--- src/common/twb_defs.vh ---
// Purpose: Constants for the tape word buffer control block
// Assumes: 125 MHz system clock, 32-bit classic Wishbone register port
// Notes:   Offsets are byte addresses of aligned 32-bit words
`ifndef TWB_DEFS_VH
`define TWB_DEFS_VH

////////////////////////////////////////////////////////////////////////////////
// Register map
`define TWB_CTRL_OFS        4'h0
`define TWB_STAT_OFS        4'h4

// Control register fields
`define TWB_CTRL_CONT_BIT   0
`define TWB_CTRL_CHKRD_BIT  1
`define TWB_CTRL_WRUSE_BIT  2
`define TWB_CTRL_RDUSE_BIT  3
`define TWB_CTRL_RST        4'h0

// Status register fields
`define TWB_STAT_REQ_BIT    0
`define TWB_STAT_DRV_BIT    1
`define TWB_STAT_AVL_BIT    2
`define TWB_STAT_OVF_BIT    3
`define TWB_STAT_WCE_BIT    4
`define TWB_STAT_CNT_LSB    8

////////////////////////////////////////////////////////////////////////////////
// Word counter codes, four count flags
`define TWB_CODE_TEN        4'h0
`define TWB_CODE_1          4'h1
`define TWB_CODE_2          4'h3
`define TWB_CODE_3          4'h2
`define TWB_CODE_4          4'h6
`define TWB_CODE_5          4'h7
`define TWB_CODE_6          4'h5
`define TWB_CODE_7          4'h4
`define TWB_CODE_8          4'hc
`define TWB_CODE_9          4'hd
`define TWB_CHK_RST         1'b1

////////////////////////////////////////////////////////////////////////////////
// Timing
`define TWB_CLK_PERIOD_NS   8
`define TWB_CHK_STEP_NS     1000
`define TWB_CHK_STEP_CYC    ((`TWB_CHK_STEP_NS + `TWB_CLK_PERIOD_NS - 1) / `TWB_CLK_PERIOD_NS)

`endif

--- src/rtl/twb_ctrl.v ---
// Purpose: Word buffer, memory request and word counter control
// Assumes: All pulse inputs are one clock wide and synchronous to clk_i
// Notes:   Registers over classic Wishbone; no interrupt logic
//
// Added by the designer: the register offsets and the Wishbone register port.

`timescale 1ns/1ps
`include "twb_defs.vh"

module twb_ctrl
(
    // Clock and reset
    input  wire        clk_i,
    input  wire        arst_n_i,

    // Wishbone slave
    input  wire        wb_cyc_i,
    input  wire        wb_stb_i,
    input  wire        wb_we_i,
    input  wire [3:0]  wb_adr_i,
    input  wire [3:0]  wb_sel_i,
    input  wire [31:0] wb_dat_i,
    output reg  [31:0] wb_dat_o,
    output reg         wb_ack_o,

    // Synchronizer events
    input  wire        word_end_pulse_i,
    input  wire        first_load_pulse_i,
    input  wire        second_load_pulse_i,
    input  wire        operation_clear_pulse_i,
    input  wire        op_start_pulse_i,
    input  wire        op_end_pulse_i,

    // Dispatcher side
    input  wire        dispatcher_grant_i,
    input  wire        transfer_strobe_i,
    output reg         mem_request_o,
    output reg         word_driver_o,

    // Word count decodes
    output reg         count_is_one_o,
    output reg         count_is_two_o,
    output reg         count_is_three_o,
    output reg         count_is_seven_o,
    output reg         count_is_eight_o,
    output reg         count_is_nine_o,
    output reg         count_is_ten_o,

    // Status and errors
    output reg         circuits_available_o,
    output reg         overflow_error_pulse_o,
    output reg         counter_parity_error_o
);

////////////////////////////////////////////////////////////////////////////////
// Step decoder and count decoder

function [3:0] twb_next_code;
    input [3:0] code;
    begin
        case (code)
            `TWB_CODE_TEN: twb_next_code = `TWB_CODE_1;
            `TWB_CODE_1:   twb_next_code = `TWB_CODE_2;
            `TWB_CODE_2:   twb_next_code = `TWB_CODE_3;
            `TWB_CODE_3:   twb_next_code = `TWB_CODE_4;
            `TWB_CODE_4:   twb_next_code = `TWB_CODE_5;
            `TWB_CODE_5:   twb_next_code = `TWB_CODE_6;
            `TWB_CODE_6:   twb_next_code = `TWB_CODE_7;
            `TWB_CODE_7:   twb_next_code = `TWB_CODE_8;
            `TWB_CODE_8:   twb_next_code = `TWB_CODE_9;
            `TWB_CODE_9:   twb_next_code = `TWB_CODE_TEN;
            // Illegal codes fall back to ten; parity check flags them
            default:       twb_next_code = `TWB_CODE_TEN;
        endcase
    end
endfunction

// Bit order: ten, nine, eight, seven, three, two, one
function [6:0] twb_decode;
    input [3:0] code;
    begin
        case (code)
            `TWB_CODE_1:   twb_decode = 7'h01;
            `TWB_CODE_2:   twb_decode = 7'h02;
            `TWB_CODE_3:   twb_decode = 7'h04;
            `TWB_CODE_7:   twb_decode = 7'h08;
            `TWB_CODE_8:   twb_decode = 7'h10;
            `TWB_CODE_9:   twb_decode = 7'h20;
            `TWB_CODE_TEN: twb_decode = 7'h40;
            default:       twb_decode = 7'h00;
        endcase
    end
endfunction

////////////////////////////////////////////////////////////////////////////////
// State

localparam integer STEP_CYC_INT = `TWB_CHK_STEP_CYC;
localparam [6:0]   STEP_CYC     = STEP_CYC_INT[6:0];
reg  [3:0] ctrl_q;
reg  [3:0] ctrl_d;
reg        req_q;
reg        req_d;
reg        drv_q;
reg        drv_d;
reg  [3:0] cnt_q;
reg  [3:0] cnt_d;
reg        chk_q;
reg        chk_d;
reg        xfer_q;
reg        xfer_d;
reg        avl_q;
reg        avl_d;
reg        ovf_q;
reg        ovf_d;
reg        wce_q;
reg        wce_d;
reg  [6:0] dly_q;
reg  [6:0] dly_d;
reg        ack_d;
reg [31:0] rdat_d;

wire       cont_w;
wire       chkrd_w;
wire       wruse_w;
wire       rduse_w;
wire       bus_req_w;
wire       wr_w;
wire       ovf_ev_w;
wire       wce_ev_w;
wire       dly_fire_w;
wire       step_w;
wire       block_w;
wire       set_req_w;
wire [6:0] dec_w;

assign cont_w  = ctrl_q[`TWB_CTRL_CONT_BIT];
assign chkrd_w = ctrl_q[`TWB_CTRL_CHKRD_BIT];
assign wruse_w = ctrl_q[`TWB_CTRL_WRUSE_BIT];
assign rduse_w = ctrl_q[`TWB_CTRL_RDUSE_BIT];

assign bus_req_w = wb_cyc_i & wb_stb_i & ~wb_ack_o;
assign wr_w      = bus_req_w & wb_we_i & wb_sel_i[0];

////////////////////////////////////////////////////////////////////////////////
// Memory request

// Count decode taken at the word end itself, not continuously
assign block_w = ~cont_w & xfer_q & (cnt_q == `TWB_CODE_TEN);

assign set_req_w = (word_end_pulse_i & wruse_w & ~block_w)
                 | (word_end_pulse_i & rduse_w & ~chkrd_w)
                 | first_load_pulse_i
                 | second_load_pulse_i;

// Word end tests the flag before it is set again
assign ovf_ev_w = word_end_pulse_i & req_q;

always @*
begin
    // Set beats a grant in the same cycle
    req_d = set_req_w | (req_q & ~dispatcher_grant_i);
end

////////////////////////////////////////////////////////////////////////////////
// Word driver

always @*
begin
    drv_d = drv_q;
    if (first_load_pulse_i)
    begin
        drv_d = 1'b0;
    end
    else if (second_load_pulse_i)
    begin
        drv_d = 1'b1;
    end
    else if (operation_clear_pulse_i)
    begin
        drv_d = 1'b1;
    end
    else if (word_end_pulse_i)
    begin
        drv_d = ~drv_q;
    end
end

////////////////////////////////////////////////////////////////////////////////
// Word counter

// Check-read step is deferred so the count settles after the word end
assign dly_fire_w = (dly_q == 7'h01);
assign step_w     = chkrd_w ? dly_fire_w
                            : transfer_strobe_i;

always @*
begin
    dly_d = dly_q;
    if (op_start_pulse_i)
    begin
        dly_d = 7'h00;
    end
    else if (chkrd_w & word_end_pulse_i)
    begin
        dly_d = STEP_CYC;
    end
    else if (dly_q != 7'h00)
    begin
        dly_d = dly_q - 7'h01;
    end
end

always @*
begin
    cnt_d = cnt_q;
    chk_d = chk_q;
    if (op_start_pulse_i)
    begin
        cnt_d = `TWB_CODE_TEN;
        chk_d = `TWB_CHK_RST;
    end
    else if (step_w)
    begin
        cnt_d = twb_next_code(cnt_q);
        chk_d = ~chk_q;
    end
end

// Set by a transfer; held at ten so both closing word ends see it
always @*
begin
    xfer_d = xfer_q;
    if (op_start_pulse_i)
    begin
        xfer_d = 1'b0;
    end
    else if (step_w)
    begin
        xfer_d = 1'b1;
    end
    else if (word_end_pulse_i & (cnt_q != `TWB_CODE_TEN))
    begin
        xfer_d = 1'b0;
    end
end

assign dec_w = twb_decode(cnt_d);

////////////////////////////////////////////////////////////////////////////////
// Availability and checkers

always @*
begin
    avl_d = avl_q;
    if (op_start_pulse_i)
    begin
        avl_d = 1'b0;
    end
    else if (op_end_pulse_i)
    begin
        avl_d = 1'b1;
    end
end

// Level while the code is bad during an operation; masked while circuits are available
assign wce_ev_w = ~avl_q & ~(^{cnt_q, chk_q});

always @*
begin
    // Write one clears; a new event wins over the clear
    ovf_d = ovf_ev_w | (ovf_q & ~(wr_w & (wb_adr_i == `TWB_STAT_OFS)
                                  & wb_dat_i[`TWB_STAT_OVF_BIT]));
    wce_d = wce_ev_w | (wce_q & ~(wr_w & (wb_adr_i == `TWB_STAT_OFS)
                                  & wb_dat_i[`TWB_STAT_WCE_BIT]));
end

////////////////////////////////////////////////////////////////////////////////
// Register port

always @*
begin
    ctrl_d = ctrl_q;
    if (wr_w & (wb_adr_i == `TWB_CTRL_OFS))
    begin
        ctrl_d = wb_dat_i[3:0];
    end
end

always @*
begin
    ack_d  = bus_req_w;
    rdat_d = 32'h0000_0000;
    if (bus_req_w & ~wb_we_i)
    begin
        case (wb_adr_i)
            `TWB_CTRL_OFS:
            begin
                rdat_d[3:0] = ctrl_q;
            end
            `TWB_STAT_OFS:
            begin
                rdat_d[`TWB_STAT_REQ_BIT] = req_q;
                rdat_d[`TWB_STAT_DRV_BIT] = drv_q;
                rdat_d[`TWB_STAT_AVL_BIT] = avl_q;
                rdat_d[`TWB_STAT_OVF_BIT] = ovf_q;
                rdat_d[`TWB_STAT_WCE_BIT] = wce_q;
                rdat_d[`TWB_STAT_CNT_LSB +: 5] = {chk_q, cnt_q};
            end
            // Unmapped words read zero and still acknowledge
            default:
            begin
                rdat_d = 32'h0000_0000;
            end
        endcase
    end
end

////////////////////////////////////////////////////////////////////////////////
// Flip-flops

always @(posedge clk_i or negedge arst_n_i)
begin
    if (!arst_n_i)
    begin
        ctrl_q                 <= `TWB_CTRL_RST;
        req_q                  <= 1'b0;
        drv_q                  <= 1'b1;
        cnt_q                  <= `TWB_CODE_TEN;
        chk_q                  <= `TWB_CHK_RST;
        xfer_q                 <= 1'b0;
        avl_q                  <= 1'b1;
        ovf_q                  <= 1'b0;
        wce_q                  <= 1'b0;
        dly_q                  <= 7'h00;
        wb_ack_o               <= 1'b0;
        wb_dat_o               <= 32'h0000_0000;
        mem_request_o          <= 1'b0;
        word_driver_o          <= 1'b1;
        count_is_one_o         <= 1'b0;
        count_is_two_o         <= 1'b0;
        count_is_three_o       <= 1'b0;
        count_is_seven_o       <= 1'b0;
        count_is_eight_o       <= 1'b0;
        count_is_nine_o        <= 1'b0;
        count_is_ten_o         <= 1'b1;
        circuits_available_o   <= 1'b1;
        overflow_error_pulse_o <= 1'b0;
        counter_parity_error_o <= 1'b0;
    end
    else
    begin
        ctrl_q                 <= ctrl_d;
        req_q                  <= req_d;
        drv_q                  <= drv_d;
        cnt_q                  <= cnt_d;
        chk_q                  <= chk_d;
        xfer_q                 <= xfer_d;
        avl_q                  <= avl_d;
        ovf_q                  <= ovf_d;
        wce_q                  <= wce_d;
        dly_q                  <= dly_d;
        wb_ack_o               <= ack_d;
        wb_dat_o               <= rdat_d;
        mem_request_o          <= req_d;
        // One select bit steers all four buffers
        word_driver_o          <= drv_d;
        count_is_one_o         <= dec_w[0];
        count_is_two_o         <= dec_w[1];
        count_is_three_o       <= dec_w[2];
        count_is_seven_o       <= dec_w[3];
        count_is_eight_o       <= dec_w[4];
        count_is_nine_o        <= dec_w[5];
        count_is_ten_o         <= dec_w[6];
        circuits_available_o   <= avl_d;
        overflow_error_pulse_o <= ovf_ev_w;
        counter_parity_error_o <= wce_ev_w;
    end
end

endmodule

--- config.mk ---
export PLATFORM = sky130hd
export DESIGN_NAME = twb_ctrl
export DESIGN_NICKNAME = d
export VERILOG_FILES = /design/src/rtl/twb_ctrl.v
export VERILOG_INCLUDE_DIRS = /design/src /design/src/common
export SDC_FILE = /design/constraint.sdc
export NUM_CORES = 1
export LEC_CHECK = 0
export BUFFER_PORTS_ARGS = -buffer_cell sky130_fd_sc_hd__buf_2
export CORE_ASPECT_RATIO = 1.75
export CORE_MARGIN = 8
export CORE_UTILIZATION = 28
export DETAILED_ROUTE_END_ITERATION = 10
export SETUP_SLACK_MARGIN = 0.2
export SLEW_MARGIN = 20
export SYNTH_ARGS = -nofsm -noshare
export SYNTH_HDL_FRONTEND = slang
export SYNTH_SLANG_ARGS = --single-unit
--- constraint.sdc ---
create_clock -name clk_i -period 1.9 [get_ports clk_i]
set_input_delay 0.095 -clock clk_i [delete_from_list [all_inputs] [get_ports clk_i]]
set_output_delay 0.095 -clock clk_i [all_outputs]
set_load 0.02 [all_outputs]
; After elaboration in Yosys (flattened, before gate mapping)
; Memories as Yosys holds them, arrays and structs flattened.
; Cells that the tools add are included.
[op_classes]
n_reduce_logical = 11
bitwise_logic = 40
mux = 22
add_sub_neg = 1
eq_ne = 8
[op_table]
columns = operator, count
row1 = 7-bit one-hot mux with 7 select lines, 1
row2 = 1-bit AND, 22
row3 = 7-bit 2-to-1 mux, 3
row4 = 1-bit 2-to-1 mux, 13
row5 = 13-bit 2-to-1 mux, 1
row6 = 4-bit logical NOT, 3
row7 = 1-bit NOT, 12
row8 = 4-bit by 2-bit == test with 1-bit output (second input constant), 2
row9 = 4-bit by 3-bit == test with 1-bit output (second input constant), 2
row10 = 4-bit == test (second input constant), 2
row11 = 4-bit 2-to-1 mux, 2
row12 = 4-bit one-hot mux with 2 select lines, 1
row13 = 4-bit nonzero test, 2
row14 = 7-bit by 1-bit == test with 1-bit output (second input constant), 1
row15 = 7-bit nonzero test, 1
row16 = 7-bit by 1-bit subtractor with 7-bit output (second input constant), 1
row17 = 1-bit bitwise OR, 6
row18 = 3-bit nonzero test, 2
row19 = 5-bit 2-to-1 mux, 1
row20 = 5-bit XOR reduction, 1
row21 = 4-bit by 1-bit == test with 1-bit output (second input constant), 1
row22 = 2-bit nonzero test, 2
[totals]
n_memories = 1
inputBits = 53
ff_bits = 64
out_inout_bits = 45
mem_bits_ro = 64
word_cells = 104
[mem_list]
columns = memory, words, word_bits, rd, rd_ports_with_merged_regs, write_ports, line
row1 = (no name shown), 16, 4, 1, 0, 0, twb_ctrl.v:61  ; case (code)

; Logic depth before layout (Yosys ltp)
; Gate-level depths: netlist (run 1).
[depth]
ltp_word = 9
mapped_depth = 7

; Least setup slack after synthesis (run 1)
; OpenSTA, ideal clock, no wires.
[synth_timing]
path_kind = register -> register
from = register dly_q[1]
to = register count_is_eight_o
path_stages_with_launch = 8
t_required_ns = 1.778
setup_ns = 0.122
path_slack_ns = 0.238
arrival_ns = 1.540
synth_period_minus_slack_ns = 1.662
cell_sequence = dfrtp_1 -> inv_1 -> ha_1 -> nor3b_1 -> a31o_1 -> buf_4 -> nand2_1 -> a2111oi_1
[synth_between]
elab_chain_cells = 6
[synth_lines]
columns = item, line
row1 = "start, declared", twb_ctrl.v:118  ; reg [6:0] dly_q;
row2 = "start signal, assigned", twb_ctrl.v:362  ; dly_q <= dly_d;
row3 = 7-bit by 1-bit == test with 1-bit output (*), twb_ctrl.v:193  ; assign dly_fire_w = (dly_q == 7'h01);
row4 = 1-bit 2-to-1 mux (*), twb_ctrl.v:194  ; assign step_w = chkrd_w ? dly_fire_w
row5 = 4-bit 2-to-1 mux (*), twb_ctrl.v:223  ; else if (step_w)
row6 = 4-bit 2-to-1 mux (*), twb_ctrl.v:218  ; if (op_start_pulse_i)
row7 = 4-bit == test (tied with other cells), twb_ctrl.v:82  ; case (code)
row8 = 7-bit one-hot mux with 7 select lines (*), twb_ctrl.v:82
row9 = named net dec_w[4], twb_ctrl.v:135  ; wire [6:0] dec_w;
row10 = "end signal, assigned", twb_ctrl.v:372  ; count_is_eight_o <= dec_w[4];
row11 = "end, declared", twb_ctrl.v:45  ; output reg count_is_eight_o,
; The timed path passes the listed nets; every way through them passes the cells marked *.
; A chain may end at the register's enable or synchronous reset.

; Final worst setup path (run 1)
[layout_timing]
from = register dly_q[1]
to = register count_is_three_o
[layout_between]
elab_chain_cells = 6
[layout_lines]
columns = item, line
row1 = 7-bit by 1-bit == test with 1-bit output (*), twb_ctrl.v:193
row2 = 1-bit 2-to-1 mux (*), twb_ctrl.v:194
row3 = 4-bit 2-to-1 mux (*), twb_ctrl.v:223
row4 = 4-bit 2-to-1 mux (*), twb_ctrl.v:218
row5 = 4-bit == test (tied with other cells), twb_ctrl.v:82
row6 = 7-bit one-hot mux with 7 select lines (*), twb_ctrl.v:82
row7 = named net dec_w[2], twb_ctrl.v:135
row8 = "end signal, assigned", twb_ctrl.v:370  ; count_is_three_o <= dec_w[2];
row9 = "end, declared", twb_ctrl.v:43  ; output reg count_is_three_o,
; Marks and branches as above.

==> results of run 1 <==
-- cell families after synthesis --
group,share of synthesized area
buffers and inverters,0.1080
adder cells (fa/ha/maj),0.01810
AO/OA/AOI/OAI,0.09409
AND/OR/NAND/NOR,0.1773
multiplexers,0.02654
XOR/XNOR,0.06514
other,0.001808
flip-flops,0.5090
-- stage by stage --
stage               std cells  total power, mW  setup slack [ns]
finish                    343            2.937            0.2496
global route              343            3.103            0.1825
CTS                       341            2.904            0.2130
detailed placement        328            1.887           0.02310
global placement          328            1.854            0.1291
floorplan                 213            1.690            0.2382
-- final timing paths --
path                                     to  slack (ns)                start  cells past startpoint
setup / recovery           count_is_three_o        0.25             dly_q[1]                      8
hold / removal                        req_q        0.03  second_load_pulse_i                      2
setup reg to reg           count_is_three_o        0.25             dly_q[1]                      8
hold reg to reg                       wce_q        0.48                wce_q                      1
max in group asynchronous             drv_q        1.12             arst_n_i                      3
min in group asynchronous  count_is_seven_o        0.40             arst_n_i                      3
-- critical path, cell delays in order (launching register included) --
cell,delay [ns]
sky130_fd_sc_hd__dfrtp_1,0.36
sky130_fd_sc_hd__inv_2,0.05
sky130_fd_sc_hd__ha_2,0.17
sky130_fd_sc_hd__nor3b_4,0.15
sky130_fd_sc_hd__a31o_4,0.27
sky130_fd_sc_hd__buf_6,0.13
sky130_fd_sc_hd__xnor2_4,0.12
sky130_fd_sc_hd__buf_6,0.12
sky130_fd_sc_hd__and3_1,0.15
-- state kept, by name, summed over array words and instances (netlist names) --
signal,flops
cnt_q,4
count_is_one_o,1
wb_dat_o,10
counter_parity_error_o,1
xfer_q,1
overflow_error_pulse_o,1
count_is_seven_o,1
req_q,1
count_is_two_o,1
count_is_eight_o,1
wb_ack_o,1
dly_q,7
drv_q,1
ovf_q,1
wce_q,1
count_is_nine_o,1
count_is_ten_o,1
ctrl_q,4
avl_q,1
chk_q,1
count_is_three_o,1
-- layout by cell type, fill, tap and decap left out, drive strengths merged, types with 3 or more instances in the layout --
master  netlist  routed
mux2          4       4
dfstp         4       4
conb          1      22
xor2          4       4
buf          26      63
nand2         9       9
nor2         18      18
nand2b        3       3
clkbuf        3       6
and2          7       7
o21ai         4       4
a22oi         4       4
nor3          6       6
xnor2         8       8
ha            3       3
dfrtp        38      38
a21oi        12      12
nand3         4       4
inv           4       4
-- per-layer routing --
layer  global-route usage  up-vias
li1                     -      739
met1              0.09422      743
met2               0.1841       45
met3              0.02342        5
met4              0.06032        0
met5                    0        -
-- area by class of cell --
cell class              count  share of cell area
clock buffers               6             0.04811
flip-flops and latches     42              0.3942
multi-input cells         137              0.3503
well taps                  86             0.04017
inverters                   5            0.007006
clock inverters             2             0.01401
repair buffers             65              0.1462
-- power by group through the flow --
stage / clock network (mW) / logic, mW / registers [mW]
detailed placement: 0 / 0.761 / 1.13
CTS: 0.981 / 0.819 / 1.10
global route: 1.00 / 0.967 / 1.13
floorplan: 0 / 0.548 / 1.14
finish: 0.953 / 0.870 / 1.11
global placement: 0 / 0.733 / 1.12
-- repair_timing --
action	in CTS	in global routing
setup endpoints to repair	7	8
endpoints found under the hold margin	39	0
gates resized for setup	3	13
pin swaps	3	3
hold buffers	2	0
setup buffers	3	2
==> run summary, run 1 <==
- mean instance size in the synthesized netlist: 10.80 um^2
- final hold vios: 0
- required time reported for the critical path endpoint: 2.07 ns
- antenna-violating nets left: 0
- die span in y: 129.9 um
- Initial Util: 0.2889
- Ports: 98
- total wirelength of the detailed-routed design: 4978 um
- gate count after technology mapping: 192
- endpoint arrival time on the critical path: 1.82 ns
- Worst Skew: 0.004392 ns
- htree depth: 2
- Switching Share: 0.3076
- type of the most critical hold path: input port to flip-flop
- area share of the largest cell type after synthesis: 0.4584
- maximum net fanout on the critical path: 4
- number of antenna violations at the first check in global routing: 0
- post-synthesis sequential area ratio: 0.5090
- clock transition time at the flip-flop clock pins of the worst setup and hold paths: 0.06 ns
- critical path endpoint category: flip-flop
- RSZ-0062 raised after global routing: false
- status: finished, final reports clean
- root cell of the clock tree: sky130_fd_sc_hd__clkbuf_16
- Total Neg Setup Slack: 0 ns
- switching power: 0.9034 mW
- TritonCTS clock tree: yes
- Max Clk Rate: 605.9 MHz
- P_int: 2.034 mW
- final routed wire length divided by cell count: 14.51 um
- Min Hold Slack: 0.02908 ns
- part of the total power dissipated in combinational logic: 0.296
- fraction of final layout cells sized beyond drive strength 1: 0.3463
- total half-perimeter wirelength after legalization and detailed placement: 3840 um
- Remaining Overflow, GRT: 0
- cell type contributing the most total cell area after synthesis: sky130_fd_sc_hd__dfrtp_1
- met3 routed WL: 256 um
- Finish-stage setup viols: 0
- Unique masters post-synth: 51
- clock tree sinks: 42
- number of buffers between clock root and the deepest sink: 2
- first-pass detailed-route iteration total: 4
- Sequential cell area: 1056 um^2
- first-pass GRT wire length: 8052 um
- final-layout fill cell count: 743
- PortBufs: 45
- fin. max-slew vios: 0
- global router's overall resource usage: 0.09938
- met2 WL: 2771 um
- antenna diode count: 0
- leading post-synthesis cells by cell area: sky130_fd_sc_hd__dfrtp_1 (46%), sky130_fd_sc_hd__buf_4 (8.3%), sky130_fd_sc_hd__dfstp_2 (5.1%), sky130_fd_sc_hd__nor2_1 (3.3%), sky130_fd_sc_hd__xnor2_1 (3.0%)
- Mapped Area: 2074 um^2
- Tmin final: 1.650 ns
- transition time of the tightest slew-check pin: 0.5307 ns
- maximum number of pins on one net before global-route repair: 43
- Post-synth top flop: sky130_fd_sc_hd__dfrtp_1
- number of buffers added by the clock tree synthesis step: 5
- vias per inst: 4.466
- leakage power of the design: 1.284 nW
- Yosys warning count: 0
- max-cap violation count: 0
- row count: 41
- relative area change from synthesis to final layout: 29.13%
- via count of the first global-routing pass: 1746
- most frequently used cell type in the post-synthesis netlist: sky130_fd_sc_hd__dfrtp_1
- sequential fraction of design power: 0.379
- type of the setup path with the least slack: flip-flop to flip-flop
- Pwr Density: 1097 nW/um^2
- iteration-0 DRC count of the detailed router: 44
- area taken by multi-input logic gates: 938.4 um^2
- number of design rule violations left after detail routing: 0
- area of the placeable core: 7182 um^2
- part of the cycle the worst path needs: 0.8686
- Post-synth ARST share: 1.000
- worst-case vdd ir drop: 0.4143 mV
- portion of total power attributed to the clock network: 0.325
- standard cell area after detailed placement: 2379 um^2
- synth cell count leaders: sky130_fd_sc_hd__dfrtp_1 (38), sky130_fd_sc_hd__buf_4 (23), sky130_fd_sc_hd__nor2_1 (18)
- Total Die Area: 10530 um^2
- floorplan die width: 81.07 um
- end-of-flow core utilization: 0.3730
- number of enable-type register cells in the synthesized netlist: 0
- fin area: 2679 um^2
- max-slew headroom at the worst pin: 0.6462
- CP Launch Type: flip-flop
- flops & latches, synth: 42
- worst-skew pair later-pin latency: 0.28 ns
- Vias: 1532
- routability congestion estimate: 0.7963
- nets@finish: 312
- sum of routed wire segments on met1: 1834 um
- highest routed metal layer: met4
Note: power is estimated with default switching activity, not from simulation.
==> inputs of run 2 (changes only) <==
Settings changed: CORE_MARGIN 8 to unset.
==> run 2 against run 1 <==
Sequential share of layout area grew 1.4 points; sequential power barely moved; non-clock buffer count fell by 4; final area decreased by 3.5%; power shrank 5.8%; critical path type unchanged; critical endpoint unchanged.
==> run summary, run 2 (same netlist as run 1, synthesis figures left out) <==
- final-layout fill cell count: 747
- antenna-violating nets left: 0
- switching power: 0.8992 mW
- largest reg by FF count: wb_dat_o
- routability congestion estimate: 0.8054
- critical path endpoint category: flip-flop
- TritonCTS clock tree: yes
- row count: 41
- Total Neg Setup Slack: 0 ns
- end-of-flow core utilization: 0.3601
- max-slew headroom at the worst pin: 0.6527
- number of buffers between clock root and the deepest sink: 2
- fin. max-slew vios: 0
- Cell Chain, Critical Path: ha_1 -> nor3b_4 -> a31o_4 -> buf_6 -> xnor2_2 -> buf_4 -> and3_1
- final routed wire length divided by cell count: 12.93 um
- CP bufs+invs: 2
- global router's overall resource usage: 0.1231
- Remaining Overflow, GRT: 0
- P_int: 1.867 mW
- status: finished, final reports clean
- fin area: 2586 um^2
- Worst Skew: 0.004893 ns
- clock tree sinks: 42
- met2 Use GR: 0.2100
- nets@finish: 308
- endpoint arrival time on the critical path: 1.82 ns
- leading cell types in the layout, fill and taps excluded: sky130_fd_sc_hd__buf_2 (45), sky130_fd_sc_hd__dfrtp_1 (38), sky130_fd_sc_hd__conb_1 (22)
- number of flip-flops in the largest register: 10
- launch point of the critical path: dly_q[0]
- Ports: 98
- number of buffers added by the clock tree synthesis step: 5
- type of the setup path with the least slack: flip-flop to flip-flop
- R2R cell count: 7
- Finish-stage setup viols: 0
- Setup Slack @ Placement: 0.1475 ns
- area of the placeable core: 7182 um^2
- Initial Util: 0.2889
- Switching Share: 0.3251
- Crit-path slowest cell: sky130_fd_sc_hd__dfrtp_1
- peak per-stage delay on the critical path: 0.39 ns
- maximum number of pins on one net before global-route repair: 43
- worst-case vdd ir drop: 0.4559 mV
- most frequent standard cell in the layout excluding fill and tap cells: sky130_fd_sc_hd__buf_2
- R2R setup slack: 0.25 ns
- global routing usage on met1: 0.1312
- registers with the most flip-flops: wb_dat_o: 10 flops, dly_q: 7 flops
- Non-Filler Instances: 339
- required time reported for the critical path endpoint: 2.08 ns
- transition time of the tightest slew-check pin: 0.5209 ns
- placed cell count: 327
- via count of the first global-routing pass: 1437
- RSZ-0062 raised after global routing: true
- met3 routing resource usage after global routing: 0.03051
- portion of total power attributed to the clock network: 0.301
- capture instance of the worst register-to-register path: count_is_three_o
- total stage count of the critical path: 7
- CP Launch Type: flip-flop
- total wirelength of the detailed-routed design: 4382 um
- worst-skew pair later-pin latency: 0.29 ns
- final hold vios: 0
- number of design rule violations left after detail routing: 0
- Pwr Density: 1069 nW/um^2
- root cell of the clock tree: sky130_fd_sc_hd__clkbuf_16
- kind of cell adding the most delay to the critical path: flip-flops
- first-pass detailed-route iteration total: 4
- htree depth: 2
- Vias: 1528
- antenna diode count: 0
- Max Clk Rate: 607.3 MHz
- Total Die Area: 7770 um^2
- part of the total power dissipated in combinational logic: 0.295
- iteration-0 DRC count of the detailed router: 120
- die span in y: 115.9 um
- Setup crit end: count_is_three_o
- number of antenna violations at the first check in global routing: 0
- startpoint of the worst-slack reg-to-reg timing path: dly_q[0]
- final setup margin: 0.2535 ns
- maximum net fanout on the critical path: 3
- leakage power of the design: 1.256 nW
- type of the most critical hold path: input port to flip-flop
- clock transition time at the flip-flop clock pins of the worst setup and hold paths: 0.06 ns
- max-cap violation count: 0
- relative area change from synthesis to final layout: 24.67%
- standard cell area after detailed placement: 2371 um^2
- Tmin final: 1.647 ns
- part of the cycle the worst path needs: 0.8666
- PortBufs: 45
- fraction of final layout cells sized beyond drive strength 1: 0.3202
- total half-perimeter wirelength after legalization and detailed placement: 3225 um
- floorplan die width: 67.07 um
- sequential fraction of design power: 0.404
- global route hottest layer: met2
- first-pass GRT wire length: 6913 um
- vias per inst: 4.507
run 2: area by class of cell:
class | count | area [um^2] | share of cell area
clock inverters | 2 | 13.76 | 0.005322
multi-input cells | 137 | 903.4 | 0.3493
well taps | 86 | 107.6 | 0.04161
inverters | 5 | 18.77 | 0.007257
flip-flops and latches | 42 | 1056 | 0.4083
clock buffers | 6 | 128.9 | 0.04983
repair buffers | 61 | 357.8 | 0.1384
run 2: routing by layer:
layer	vias up	part of all wire
met1	741	0.37
met3	9	0.045
met5	-	0
met2	48	0.55
met4	0	0.031
li1	730	-
run 2: worst min path at each step:
| stage | start | cells past startpoint | to | slack, ns |
|---|---|---|---|---|
| 3_5_place_dp | arst_n_i | 2 | count_is_seven_o | 0.20 |
| 4_1_cts | second_load_pulse_i | 2 | req_q | 0.01 |
| 2_1_floorplan | arst_n_i | 0 | cnt_q[0] | -0.20 |
| 5_1_grt | wb_dat_i[0] | 2 | ctrl_q[0] | 0.02 |
| 3_3_place_gp | arst_n_i | 2 | count_is_seven_o | 0.19 |
| 6_report | second_load_pulse_i | 2 | req_q | 0.01 |
run 2: power by group through the flow:
stage | registers, mW | clock network, mW | logic, mW
global route | 1.13 | 0.882 | 0.924
global placement | 1.12 | 0 | 0.726
finish | 1.12 | 0.833 | 0.816
CTS | 1.11 | 0.850 | 0.794
detailed placement | 1.13 | 0 | 0.747
floorplan | 1.14 | 0 | 0.548
run 2: repair_timing:
item | in CTS | in global routing
hold buffers | 2 | 0
hold endpoints to repair | 39 | 0
pin swaps | 1 | 3
setup endpoints to repair | 4 | 11
gates resized for setup | 2 | 5
setup buffers | 2 | 0
cloned | 0 | 0
run 2: metrics by stage:
step	total power [mW]	hold slack, ns
after floorplan	1.690	-0.2006
after global routing	2.936	0.01662
after detailed placement	1.877	0.2002
after CTS	2.753	0.01329
after global placement	1.850	0.1897
final	2.766	0.01185
==> inputs of run 3 (changes only) <==
Settings changed: ABC_AREA set to 1, CORE_ASPECT_RATIO 1.75 to 0.5.
==> run 3 against run 2 <==
Worst hold slack got worse by 0.0017 ns; highest routed layer unchanged; critical path type unchanged; first-iteration DRC count decreased by 19%; final area increased by 0.92%.
==> run summary, run 3 <==
- status: finished, final reports clean
- Pwr Density: 828.6 nW/um^2
- peak per-stage delay on the critical path: 0.38 ns
- Crit-path slowest cell: sky130_fd_sc_hd__dfrtp_1
- leading cell types in the layout, fill and taps excluded: sky130_fd_sc_hd__nand2_1 (49), sky130_fd_sc_hd__buf_2 (45), sky130_fd_sc_hd__dfrtp_1 (38)
- number of buffers between clock root and the deepest sink: 2
- PortBufs: 45
- flops & latches, synth: 42
- via count of the first global-routing pass: 1557
- synth cell count leaders: sky130_fd_sc_hd__nand2_1 (49), sky130_fd_sc_hd__dfrtp_1 (38), sky130_fd_sc_hd__inv_1 (29)
- Non-Filler Instances: 400
- total half-perimeter wirelength after legalization and detailed placement: 3300 um
- worst-case vdd ir drop: 0.3747 mV
- mean instance size in the synthesized netlist: 8.714 um^2
- Remaining Overflow, GRT: 0
- Finish-stage setup viols: 0
- number of design rule violations left after detail routing: 0
- final routed wire length divided by cell count: 10.73 um
- max-cap violation count: 0
- standard cell area after detailed placement: 2449 um^2
- multiplexer fraction of the synthesized cell area: 0
- number of antenna violations at the first check in global routing: 0
- part of the cycle the worst path needs: 0.8027
- placed cell count: 391
- antenna-violating nets left: 0
- most frequently used cell type in the post-synthesis netlist: sky130_fd_sc_hd__nand2_1
- die span in y: 64.50 um
- endpoint arrival time on the critical path: 1.73 ns
- area taken by multi-input logic gates: 923.4 um^2
- RSZ-0062 raised after global routing: false
- leakage power of the design: 1.396 nW
- sum of internal, switching and leakage power: 2.163 mW
- floorplan die width: 127.0 um
- Max Clk Rate: 655.7 MHz
- relative area change from synthesis to final layout: 19.34%
- iteration-0 DRC count of the detailed router: 97
- Post-synth top flop: sky130_fd_sc_hd__dfrtp_1
- critical path endpoint category: flip-flop
- clock tree sinks: 42
- gate count after technology mapping: 251
- Vias: 1723
- crit-path most repeated cell: sky130_fd_sc_hd__nand2_1
- Unique masters post-synth: 31
- CP Launch Type: flip-flop
- post-synthesis adder-cell area fraction: 0.01716
- Min Hold Slack: 0.01014 ns
- Sequential cell area: 1056 um^2
- htree depth: 2
- most frequent standard cell in the layout excluding fill and tap cells: sky130_fd_sc_hd__nand2_1
- TritonCTS clock tree: yes
- Mapped Area: 2187 um^2
- worst-skew pair later-pin latency: 0.28 ns
- fin. max-slew vios: 0
- clock transition time at the flip-flop clock pins of the worst setup and hold paths: 0.06 ns
- max-slew headroom at the worst pin: 0.5847
- Initial Util: 0.2943
- first-pass detailed-route iteration total: 4
- maximum net fanout on the critical path: 10
- nets@finish: 359
- Total Neg Setup Slack: 0 ns
- type of the most critical hold path: input port to flip-flop
- maximum number of pins on one net before global-route repair: 29
- first-pass GRT wire length: 7320 um
- number of flip-flops in the largest register: 10
- Tmin final: 1.525 ns
- row count: 22
- Ports: 98
- Synth Area in Simple Gates: 0.2969
- required time reported for the critical path endpoint: 2.10 ns
- type of the setup path with the least slack: flip-flop to flip-flop
- routability congestion estimate: 0.7580
- total wirelength of the detailed-routed design: 4291 um
- antenna diode count: 0
- Worst Skew: 0.007071 ns
- fraction of synthesized cell area in xor and xnor cells: 0.004005
- vias per inst: 4.308
- final-layout fill cell count: 790
- fin area: 2610 um^2
- largest reg by FF count: wb_dat_o
- Post-synth ARST share: 1.000
- largest family of logic cells by synthesized area: simple AND/OR/NAND/NOR gates
- registers with the most flip-flops: wb_dat_o: 10 flops, dly_q: 7 flops
- compound-cell area share of the yosys netlist: 0.06636
- leading post-synthesis cells by cell area: sky130_fd_sc_hd__dfrtp_1 (43%), sky130_fd_sc_hd__nand2_1 (8.4%), sky130_fd_sc_hd__buf_4 (7.9%), sky130_fd_sc_hd__inv_1 (5.0%), sky130_fd_sc_hd__dfstp_2 (4.8%)
- Yosys warning count: 0
- area of the placeable core: 7432 um^2
- global router's overall resource usage: 0.1151
- final hold vios: 0
- Cell Chain, Critical Path: inv_2 -> ha_1 -> nand2_1 -> nor2_2 -> nand2_4 -> nand2_8 -> nand2_1 -> nand3_1 -> nand2_1 -> nor2_1
- root cell of the clock tree: sky130_fd_sc_hd__clkbuf_16
- post-synthesis sequential area ratio: 0.4828
- cell type contributing the most total cell area after synthesis: sky130_fd_sc_hd__dfrtp_1
- number of buffers added by the clock tree synthesis step: 5
- Total Die Area: 8190 um^2
- fraction of final layout cells sized beyond drive strength 1: 0.2632
- transition time of the tightest slew-check pin: 0.6230 ns
- number of enable-type register cells in the synthesized netlist: 0
- area share of the largest cell type after synthesis: 0.4348
-- run 3: per-layer routing --
layer  vias up  GRT usage  part of all wire
li1        871          -                 -
met1       799     0.1492              0.48
met2        48     0.1868              0.46
met3         5    0.02725             0.049
met4         0    0.04613             0.012
met5         -          0                 0
-- run 3: power by group --
group          switching [mW]  internal (mW)
sequential             0.0379          0.955
combinational           0.225          0.104
clock                   0.323          0.519
total                   0.585           1.58
-- run 3: cell families (layout without fill, tap and decap cells) --
group | Yosys count | in the layout
simple gates | 126 | 126
buf+inv | 53 | 85
flops | 42 | 42
compound gates | 25 | 25
fa+ha+maj | 3 | 3
other cells | 1 | 22
xor+xnor | 1 | 1
-- run 3: final cells by class --
cell class                      instances  share of cell area
Sequential cell                        42              0.4046
Multi-Input combinational cell        177              0.3538
Timing Repair Buffer                   48             0.09588
Clock buffer                            6             0.05321
Tap cell                               96             0.04602
Inverter                               29             0.04171
Clock inverter                          2            0.004794
-- run 3: repair_timing --
action	in CTS	in global routing
gates resized for setup	0	1
setup buffers	0	0
endpoints found under the hold margin	23	0
hold buffers	1	0
setup endpoints to repair	0	3
-- run 3: critical path: cells and delay by family (launching register included) --
family	cells	cell delay (ns)
adders and majority gates	1	0.15
buffers and inverters	1	0.10
DFF	1	0.38
and+or+nand+nor	8	0.82
-- run 3: metrics by stage --
stage	util	worst slack [ns]
4_1_cts	0.3512	0.3246
5_1_grt	0.3512	0.2141
3_5_place_dp	0.3295	0.3484
3_3_place_gp	0.3295	0.3530
2_1_floorplan	-	0.5302
6_report	0.3512	0.3750
-- run 3: path summary, 6_finish.rpt --
| path | to | depth (start not counted) | from | slack (ns) |
|---|---|---|---|---|
| max | count_is_seven_o | 10 | dly_q[1] | 0.37 |
| min | drv_q | 3 | first_load_pulse_i | 0.01 |
| max reg2reg | count_is_seven_o | 10 | dly_q[1] | 0.37 |
| min reg2reg | ovf_q | 2 | ovf_q | 0.47 |
| max in group asynchronous | drv_q | 3 | arst_n_i | 0.88 |
| min in group asynchronous | count_is_two_o | 2 | arst_n_i | 0.37 |
